### config.mk
export PLATFORM = sky130hd
export DESIGN_NAME = qpc_core
export DESIGN_NICKNAME = d
export VERILOG_FILES = /design/src/logic/qpc_pkg.sv /design/src/logic/qpc_phase_gen.sv /design/src/logic/qpc_core.sv
export VERILOG_INCLUDE_DIRS = /design/src /design/src/logic
export SDC_FILE = /design/constraint.sdc
export NUM_CORES = 1
export LEC_CHECK = 0
export BUFFER_PORTS_ARGS = -buffer_cell sky130_fd_sc_hd__buf_2
export CAP_MARGIN = 25
export CORE_UTILIZATION = 46
export CTS_CLUSTER_SIZE = 40
export DETAILED_ROUTE_END_ITERATION = 7
export PLACE_DENSITY = 0.77
export REMOVE_ABC_BUFFERS = 1
export SKIP_CTS_REPAIR_TIMING = 1
export SLEW_MARGIN = 20
export SYNTH_ARGS = -nofsm -noshare
export SYNTH_HDL_FRONTEND = slang
export SYNTH_HIERARCHICAL = 1
export SYNTH_SLANG_ARGS = --single-unit
### constraint.sdc
create_clock -name clock -period 1.9 [get_ports clock]
set_input_delay 0.285 -clock clock [delete_from_list [all_inputs] [get_ports clock]]
set_output_delay 0.285 -clock clock [all_outputs]
set_load 0.03 [all_outputs]
### src/logic/qpc_regs.svh
// register offsets, field positions, reset values and widths of the phase clock block
`ifndef QPC_REGS_SVH
`define QPC_REGS_SVH

// apb byte offsets
`define QPC_CFG_OFF     12'h000
`define QPC_STATUS_OFF  12'h004
`define QPC_PC_OFF      12'h008
`define QPC_IR_OFF      12'h00c
`define QPC_RETIRE_OFF  12'h010

// config fields
`define QPC_CFG_OSC_LSB  0
`define QPC_CFG_OSC_MSB  1
`define QPC_CFG_RST      2'h2

// status fields
`define QPC_ST_PHASE_LSB 0
`define QPC_ST_PHASE_MSB 1
`define QPC_ST_PIPE_LSB  2
`define QPC_ST_PIPE_MSB  3
`define QPC_ST_EXV_BIT   4

// widths and reset values
`define QPC_AW           12
`define QPC_PCW          16
`define QPC_IW           16
`define QPC_DAW          9
`define QPC_DW           8
`define QPC_PC_RST       16'h0000
`define QPC_IR_RST       16'h0000
`define QPC_PHASES       4

`endif

### src/logic/qpc_pkg.sv
// types shared by the phase clock and pipeline logic
`include "qpc_regs.svh"
package qpc_pkg;

   // oscillator mode as held in the two bit select field
   typedef enum logic [1:0] {
      QPC_LOW_FREQ_CRYSTAL_MODE = 2'b00,
      QPC_CRYSTAL_MODE          = 2'b01,
      QPC_EXTERNAL_CLOCK_MODE   = 2'b10,
      QPC_RC_OSC_MODE           = 2'b11
   } qpc_osc_mode_t;

   // pipeline occupancy
   typedef enum logic [1:0] {
      QPC_PIPE_FILL  = 2'b00,
      QPC_PIPE_RUN   = 2'b01,
      QPC_PIPE_FLUSH = 2'b10
   } qpc_pipe_t;

endpackage

### src/logic/qpc_phase_gen.sv
// two bit phase counter and its one-hot phase decode
`timescale 1ns/1ns
module qpc_phase_gen
   import qpc_pkg::*;
(
   // clock and reset
   input  wire logic       clock,
   input  wire logic       rst_b,
   // phases
   output logic [1:0]      phase_cnt,
   output logic            phase_one,
   output logic            phase_two,
   output logic            phase_three,
   output logic            phase_four,
   output logic            div4_clock_output
);

   logic [1:0] cnt_r;
   logic [1:0] cnt_nxt;

   // one-hot decode, exactly one phase high per count
   function automatic logic is_phase(input logic [1:0] cnt, input logic [1:0] idx);
      return cnt == idx;
   endfunction

   // counter rolls 0..3, one roll is one instruction cycle
   assign cnt_nxt = cnt_r + 2'h1;

   // reset parks the counter in phase_one
   always_ff @(posedge clock) begin
      if (!rst_b) begin
         cnt_r <= 2'h0;
      end else begin
         cnt_r <= cnt_nxt;
      end
   end

   assign phase_cnt   = cnt_r;
   assign phase_one   = is_phase(cnt_r, 2'h0);
   assign phase_two   = is_phase(cnt_r, 2'h1);
   assign phase_three = is_phase(cnt_r, 2'h2);
   assign phase_four  = is_phase(cnt_r, 2'h3);

   // msb of the count: low in phases one/two, high in three/four
   assign div4_clock_output = cnt_r[1];

endmodule

### src/logic/qpc_core.sv
// phase clocked two stage fetch/execute pipeline with apb status and config
//
// What this block does
// - divide oscillator by four into four phases
// - program counter increments once, in phase_one
// - fetched word captured into holding register, phase_four
// - execute in the cycle after fetch
// - fetch overlaps execute, one instruction per cycle
// - branch flushes fetched word, costs two cycles
// - non-branch instructions take exactly one cycle
// - word presented phase_one, operation in phases two-four
// - operand read phase_two, destination write phase_four
// - external clock mode drives divided clock out
// - rc mode drives oscillator divided by four out
// - two bit oscillator select, external clock default
// - reset holds phase generator in phase_one
`timescale 1ns/1ns
`include "qpc_regs.svh"
module qpc_core
   import qpc_pkg::*;
(
   // oscillator clock and reset
   input  wire logic                  clock,
   input  wire logic                  rst_b,
   // apb slave
   input  wire logic [`QPC_AW-1:0]    paddr,
   input  wire logic                  psel,
   input  wire logic                  penable,
   input  wire logic                  pwrite,
   input  wire logic [31:0]           pwdata,
   output logic [31:0]                prdata,
   output logic                       pready,
   output logic                       pslverr,
   // oscillator output pin
   output logic                       osc_output_pin_o,
   output logic                       osc_output_pin_oe,
   // phase clocks
   output logic                       phase_one,
   output logic                       phase_two,
   output logic                       phase_three,
   output logic                       phase_four,
   // program memory
   output logic [`QPC_PCW-1:0]        prog_addr,
   output logic                       prog_rd,
   input  wire logic [`QPC_IW-1:0]    prog_data,
   // data memory
   output logic [`QPC_DAW-1:0]        dmem_addr,
   output logic                       dmem_rd,
   input  wire logic [`QPC_DW-1:0]    dmem_rdata,
   output logic                       dmem_wr,
   output logic [`QPC_DW-1:0]         dmem_wdata,
   // execution datapath
   output logic [`QPC_IW-1:0]         ex_instr,
   output logic                       ex_valid,
   output logic [`QPC_DW-1:0]         ex_operand,
   input  wire logic [`QPC_DAW-1:0]   dp_addr,
   input  wire logic                  dp_write,
   input  wire logic [`QPC_DW-1:0]    dp_wdata,
   input  wire logic                  dp_branch,
   input  wire logic [`QPC_PCW-1:0]   dp_target
);

   // phase generator outputs
   logic [1:0]               phase_cnt;
   logic                     div4_clock_output;

   // pipeline state
   qpc_pipe_t                pipe_r;
   qpc_pipe_t                pipe_nxt;
   logic [`QPC_PCW-1:0]      pc_r;
   logic [`QPC_PCW-1:0]      pc_nxt;
   logic [`QPC_PCW-1:0]      prog_addr_r;
   logic [`QPC_IW-1:0]       ir_r;
   logic [`QPC_DAW-1:0]      dmem_addr_r;
   logic [`QPC_DW-1:0]       operand_r;
   logic [`QPC_DW-1:0]       wdata_r;
   logic                     wr_pend_r;
   logic [31:0]              retire_r;

   // configuration
   qpc_osc_mode_t            osc_select_field_r;

   // apb decode
   logic                     apb_access;
   logic                     apb_wr;
   logic                     hit_cfg;
   logic                     hit_status;
   logic                     hit_pc;
   logic                     hit_ir;
   logic                     hit_retire;
   logic                     hit_any;
   logic [31:0]              rd_mux;
   logic [31:0]              status_word;

   // pipeline control terms
   logic                     exec_cycle;
   logic                     take_branch;
   logic                     cycle_end;
   logic                     drive_div4_clock_output;

   // per-phase and apb strobes, decoded once and shared
   logic                     fetch_load;
   logic                     ir_load;
   logic                     op_capture;
   logic                     res_stage;
   logic                     rd_setup;
   logic                     cfg_wr;

   // one instruction cycle, one clock per phase:
   //   phase_one   pc steps; fetch and operand addresses load
   //   phase_two   operand read from data memory
   //   phase_three result and write enable staged in flops
   //   phase_four  fetch strobe, word into the holding register,
   //               branch resolved, data memory write strobe
   // the next fetch runs in the same four clocks as this execute

   // exact word match; a misaligned address hits nothing
   function automatic logic addr_hit(input logic [`QPC_AW-1:0] addr, input logic [`QPC_AW-1:0] off);
      return addr == off;
   endfunction

   // modes in which the output pin carries the divided clock
   function automatic logic mode_drives_pin(input qpc_osc_mode_t mode);
      return (mode == QPC_EXTERNAL_CLOCK_MODE) || (mode == QPC_RC_OSC_MODE);
   endfunction

   // the four phase clocks
   qpc_phase_gen u_phase (
      .clock             (clock),
      .rst_b             (rst_b),
      .phase_cnt         (phase_cnt),
      .phase_one         (phase_one),
      .phase_two         (phase_two),
      .phase_three       (phase_three),
      .phase_four        (phase_four),
      .div4_clock_output (div4_clock_output)
   );

   // oscillator output pin

   // in crystal modes the pin belongs to the resonator, so we let go;
   // driving it low there would load the crystal and stop oscillation
   assign drive_div4_clock_output = mode_drives_pin(osc_select_field_r);
   assign osc_output_pin_oe = drive_div4_clock_output;
   // period is four oscillator periods in either driving mode
   assign osc_output_pin_o  = drive_div4_clock_output & div4_clock_output;

   // pipeline sequencing

   // an instruction is executing only once the pipe has a valid word
   assign exec_cycle  = (pipe_r == QPC_PIPE_RUN);
   // a branch is judged at the very end of the execute cycle; by then the
   // sequential word is already fetched, so it is dropped, not stopped
   assign take_branch = exec_cycle & dp_branch;
   assign cycle_end   = phase_four;

   // strobes: loads land on the edge that ends the named phase
   assign fetch_load  = phase_one;
   assign ir_load     = phase_four;
   assign op_capture  = phase_two & exec_cycle;
   assign res_stage   = phase_three;
   // apb read data is picked in the setup cycle, writes in the access cycle
   assign rd_setup    = psel & ~penable & ~pwrite;
   assign cfg_wr      = apb_wr & hit_cfg;

   // pipe state changes only at the instruction cycle boundary
   always_comb begin
      pipe_nxt = pipe_r;
      if (cycle_end) begin
         case (pipe_r)
            QPC_PIPE_FILL: begin
               // first cycle after reset only fetches
               pipe_nxt = QPC_PIPE_RUN;
            end
            QPC_PIPE_RUN: begin
               // the word fetched alongside a branch is thrown away
               pipe_nxt = dp_branch ? QPC_PIPE_FLUSH : QPC_PIPE_RUN;
            end
            QPC_PIPE_FLUSH: begin
               // target fetched during the flush cycle, executes next
               pipe_nxt = QPC_PIPE_RUN;
            end
            default: begin
               // unused code: refill rather than execute a stale word
               pipe_nxt = QPC_PIPE_FILL;
            end
         endcase
      end
   end

   // pc moves on once per cycle, or jumps at the end of a taken branch;
   // the step in the flush cycle then starts from the target
   always_comb begin
      pc_nxt = pc_r;
      if (cycle_end && take_branch) begin
         pc_nxt = dp_target;
      end else if (phase_one) begin
         pc_nxt = pc_r + `QPC_PCW'(1);
      end
   end

   // pipe state, pc and fetch address
   always_ff @(posedge clock) begin
      if (!rst_b) begin
         pipe_r      <= QPC_PIPE_FILL;
         pc_r        <= `QPC_PC_RST;
         prog_addr_r <= `QPC_PC_RST;
      end else begin
         pipe_r      <= pipe_nxt;
         pc_r        <= pc_nxt;
         if (fetch_load) begin
            prog_addr_r <= pc_r;
         end
      end
   end

   // holding register: fetched word lands at the end of phase_four
   // and is what the datapath decodes from phase_one onward
   always_ff @(posedge clock) begin
      if (!rst_b) begin
         ir_r <= `QPC_IR_RST;
      end else if (ir_load) begin
         ir_r <= prog_data;
      end
   end

   // program memory is read for the whole of phase_four; the address
   // is stable from phase_two, so memory has three clocks to answer
   assign prog_addr = prog_addr_r;
   assign prog_rd   = phase_four;

   // data memory access within the execute cycle

   // operand address settles from the decoded word during phase_one;
   // loaded in every cycle, only the strobes care whether the pipe is full
   always_ff @(posedge clock) begin
      if (!rst_b) begin
         dmem_addr_r <= '0;
      end else if (fetch_load) begin
         dmem_addr_r <= dp_addr;
      end
   end

   // operand captured at the end of phase_two;
   // held through fill and flush cycles so they cannot corrupt it
   always_ff @(posedge clock) begin
      if (!rst_b) begin
         operand_r <= '0;
      end else if (op_capture) begin
         operand_r <= dmem_rdata;
      end
   end

   // result staged in phase_three so phase_four has it from a flop;
   // the write strobe never sees a datapath value still moving
   always_ff @(posedge clock) begin
      if (!rst_b) begin
         wdata_r   <= '0;
         wr_pend_r <= 1'b0;
      end else if (res_stage) begin
         wdata_r   <= dp_wdata;
         wr_pend_r <= exec_cycle & dp_write;
      end
   end

   assign dmem_addr  = dmem_addr_r;
   // flushed or filling cycles must not touch data memory
   assign dmem_rd    = phase_two & exec_cycle;
   assign dmem_wr    = phase_four & wr_pend_r;
   assign dmem_wdata = wdata_r;

   // datapath view
   assign ex_instr   = ir_r;
   assign ex_valid   = exec_cycle;
   assign ex_operand = operand_r;

   // count of instructions executed, wraps silently;
   // flush cycles are not counted, so each branch shows one lost slot
   always_ff @(posedge clock) begin
      if (!rst_b) begin
         retire_r <= 32'h0000_0000;
      end else if (cycle_end && exec_cycle) begin
         retire_r <= retire_r + 32'h0000_0001;
      end
   end

   // apb slave, zero wait states

   // access phase and address decode
   assign apb_access = psel & penable;
   assign apb_wr     = apb_access & pwrite;
   assign hit_cfg    = addr_hit(paddr, `QPC_CFG_OFF);
   assign hit_status = addr_hit(paddr, `QPC_STATUS_OFF);
   assign hit_pc     = addr_hit(paddr, `QPC_PC_OFF);
   assign hit_ir     = addr_hit(paddr, `QPC_IR_OFF);
   assign hit_retire = addr_hit(paddr, `QPC_RETIRE_OFF);
   assign hit_any    = hit_cfg | hit_status | hit_pc | hit_ir | hit_retire;

   // every register answers from flops or live state, so no wait is needed
   assign pready  = 1'b1;
   // unmapped addresses answer with an error, writes there are dropped
   assign pslverr = apb_access & ~hit_any;

   // oscillator mode select, default is the external clock;
   // only the two low bits of the written word are kept
   always_ff @(posedge clock) begin
      if (!rst_b) begin
         osc_select_field_r <= qpc_osc_mode_t'(`QPC_CFG_RST);
      end else if (cfg_wr) begin
         osc_select_field_r <= qpc_osc_mode_t'(pwdata[`QPC_CFG_OSC_MSB:`QPC_CFG_OSC_LSB]);
      end
   end

   // status: live phase, pipe state and execute flag
   // read-only: writes here are accepted and dropped
   always_comb begin
      status_word = 32'h0000_0000;
      status_word[`QPC_ST_PHASE_MSB:`QPC_ST_PHASE_LSB] = phase_cnt;
      status_word[`QPC_ST_PIPE_MSB:`QPC_ST_PIPE_LSB]   = pipe_r;
      status_word[`QPC_ST_EXV_BIT]                      = exec_cycle;
   end

   // read mux, zero outside the mapped words
   assign rd_mux = hit_cfg    ? {30'h0000_0000, osc_select_field_r} :
                   hit_status ? status_word :
                   hit_pc     ? {16'h0000, pc_r} :
                   hit_ir     ? {16'h0000, ir_r} :
                   hit_retire ? retire_r :
                                32'h0000_0000;

   // read data held in a flop, loaded in the setup cycle so it is
   // valid during the access cycle; status may move by one phase
   always_ff @(posedge clock) begin
      if (!rst_b) begin
         prdata <= 32'h0000_0000;
      end else if (rd_setup) begin
         prdata <= rd_mux;
      end
   end

endmodule

==> flow_metrics.tcl <==
set metrics [dict create \
    status "completed" \
    slew_viol_final 0 \
    synthArstFlopShare_pct 0 \
    synthesis.area_um2 6345 \
    worstPathCellList "nand4_4 > or4_4 > or4_1 > a21oi_1" \
    synth_top_family_by_area "simple AND/OR/NAND/NOR gates" \
    initial_core_util_pct 47.53 \
    rr_startpoint "retire_r[13]" \
    hp-start "dp_addr[4]" \
    yosys_most_used_dff "dfxtp_1" \
    num_vias 5997 \
    synthSimpleGateAreaFrac_pct 21.53 \
    yosys-mux-area-fraction_pct 9.150 \
    area_growth_pct 33.03 \
    p_comb_share_pct 9.9 \
    grt_max_degree 66 \
    synth_compound_area_share_pct 14.83 \
    routed_via_density 5.427 \
    placed_area_um2 7705 \
    path_class "flip-flop to flip-flop" \
    die_h_um 119.4 \
    leakage_nw 3.556 \
    seqPwrFrac_pct 43.0 \
    cp-start-kind "flip-flop" \
    switchingPower_mw 1.713 \
    core_um2 13350 \
    path_buf_inv 0 \
    clock_latency_ns 0.42 \
    overflow 0 \
    skew_ns 0.006133 \
    cts_tree "done" \
    clock-root-buffer "clkbuf_16" \
    synth_edf_count 0 \
    cp_slowest_stage_delay_ns 0.62 \
    avgSynthCellArea_um2 8.886 \
    numPortBuffers 177 \
    cp_top_family "simple AND/OR/NAND/NOR gates" \
    grt_usage_pct 23.28 \
    fin_ws_ns 0.03316 \
    fmax_mhz 535.7 \
    power_density_nw_per_um2 863.1 \
    num-nets-final 1031 \
    hold_viol 0 \
    drt-total-wl_mm 16.44 \
    final_cell_area_um2 8441 \
    rsz0062_at_grt "yes" \
    fillCellCount 1170 \
    n_antenna_cell 0 \
    drt-initial-drc-count 360 \
    die_area_um2 14270 \
    internal-power_mw 5.572 \
    cts_max_path_buffers 2 \
    drive_gt1_share_pct 31.97 \
    cts_buffers 17 \
    dieWidth_um 119.4 \
    synth_xor_area_share_pct 3.175 \
    swShare_pct 23.51 \
    io_pins 209 \
    synth_cells 714 \
    cts_sinks 144 \
    wl_per_cell_um 14.88 \
    crit_path_start "retire_r[13]" \
    htree_num_levels 4 \
    worstPathRequired_ns 2.25 \
    p_clk_share_pct 47.1 \
    worst-path-max-fanout 13 \
    grt_pass1_wl_mm 26.52 \
    worst_ep_arrival_time_ns 2.22 \
    hpwl_mm 11.57 \
    synth_seq_cells 144 \
    grt_pass1_vias 5472 \
    period_share_pct 98.26 \
    timing.final.crit_period_ns 1.867 \
    dr.pass1.iters 5 \
    hold_class "primary input to flip-flop" \
    cp-end-kind "flip-flop" \
    setup_viol 0 \
    clk_pin_slew_ns 0.06 \
    peakVddDrop_v 0.0005921 \
    ys_types 48 \
    yosysSeqAreaShare_pct 45.43 \
    drtAntennaViolNets 0 \
    fp-row-count 42 \
    drv_cap 0 \
    preCtsSetupSlack_ns -0.1107 \
    synthAdderAreaFrac_pct 1.183 \
    drc_errors 0 \
    synth_warnings 6 \
    antenna_found_initial 1 \
    cp_slowest_cell "or4_4" \
    place_congestion 0.8283 \
]
==> worst register-to-register path, cell delays in order (launching register included) <==
cell	delay, ns
dfxtp_1	0.38
nand4_4	0.14
or4_4	0.62
or4_1	0.52
a21oi_1	0.14
==> per-stage QoR <==
stage	util, %	setup TNS, ns	hold slack [ns]	power (mW)	std cells
after CTS	62.33	-0.1732	0.08072	7.300	1102
after floorplan	-	-63.36	0.3568	3.591	657
after detailed placement	57.72	-1.731	0.4369	3.878	1071
final	63.24	0	0.09264	7.285	1105
after global routing	63.24	-0.02116	0.09726	7.542	1105
after global placement	57.72	-1.160	0.4298	3.868	1071
==> final timing paths <==
path / cells after the start / slack (ns) / to
setup / recovery: 4 / 0.03 / retire_r[29]
setup reg to reg: 4 / 0.03 / retire_r[29]
hold / removal: 3 / 0.09 / dmem_addr[4]
hold reg to reg: 2 / 0.44 / prdata[15]
==> cells in the final DEF (no fill, tap or decap), types with 16 or more instances in the layout <==
master,instances
buf_2,175
dfxtp_1,140
nor2_1,84
buf_4,59
mux2i_1,58
nand2_1,44
a21oi_1,44
o21ai_0,35
nand3_1,27
nand2b_1,19
or4_1,18
clkbuf_16,18
o31ai_1,17
a32oi_1,16
==> cells in the mapped netlist (7+ instances only) <==
cell	n	share of area, %
nand2b_1	19	1.9
mux2i_1	58	9.2
dfxtp_1	144	45
a21oi_1	46	3.6
nand3_1	27	2.1
nor4_1	9	0.89
inv_1	12	0.71
buf_2	7	0.55
a32oi_1	16	2.2
clkbuf_1	39	2.3
nor2_1	84	5.0
xor2_1	9	1.2
nand4_1	15	1.5
xnor2_1	14	1.9
nand2_1	44	2.6
or3_1	7	0.69
a22o_1	12	1.7
o21ai_0	35	2.8
o31ai_1	17	2.0
o21ai_1	9	0.71
or4_1	19	2.2
==> flip-flops by register name, summed over array words and instances, names as in the netlist <==
signal	flops
prdata	32
retire_r	32
ex_instr	16
pc_r	16
prog_addr	16
dmem_addr	9
dmem_wdata	8
ex_operand	8
osc_select_field_r	2
pipe_r	2
u_phase/phase_cnt	2
wr_pend_r	1
==> power by group through the flow <==
stage / clock network [mW] / logic, mW / registers [mW]
floorplan: 0 / 0.318 / 3.27
global placement: 0 / 0.677 / 3.19
detailed placement: 0 / 0.686 / 3.19
CTS: 3.48 / 0.688 / 3.13
global route: 3.62 / 0.783 / 3.14
finish: 3.43 / 0.724 / 3.13
==> area by class of cell <==
cell class	count	area, µm²	share of cell area, %
well taps	176	220.2	2.609
repair buffers	240	1431	16.96
clock inverters	10	133.9	1.586
multi-input cells	501	3237	38.35
inverters	13	50.05	0.5929
flip-flops and latches	144	2888	34.21
clock buffers	21	480.5	5.692
==> layer usage <==
metal / global-route usage, % / part of all wire, %
met2: 37.07 / 48
met5: 0 / 0.061
met3: 6.944 / 6.1
met1: 29.59 / 44
met4: 8.672 / 1.8
==> cells by family after synthesis <==
| family | after synthesis |
|---|---|
| mux | 58 |
| compound gates | 151 |
| buf+inv | 70 |
| xor+xnor | 23 |
| fa+ha+maj | 6 |
| simple gates | 261 |
| flops | 144 |
| other cells | 1 |
Power figures use the tool's default switching activity.
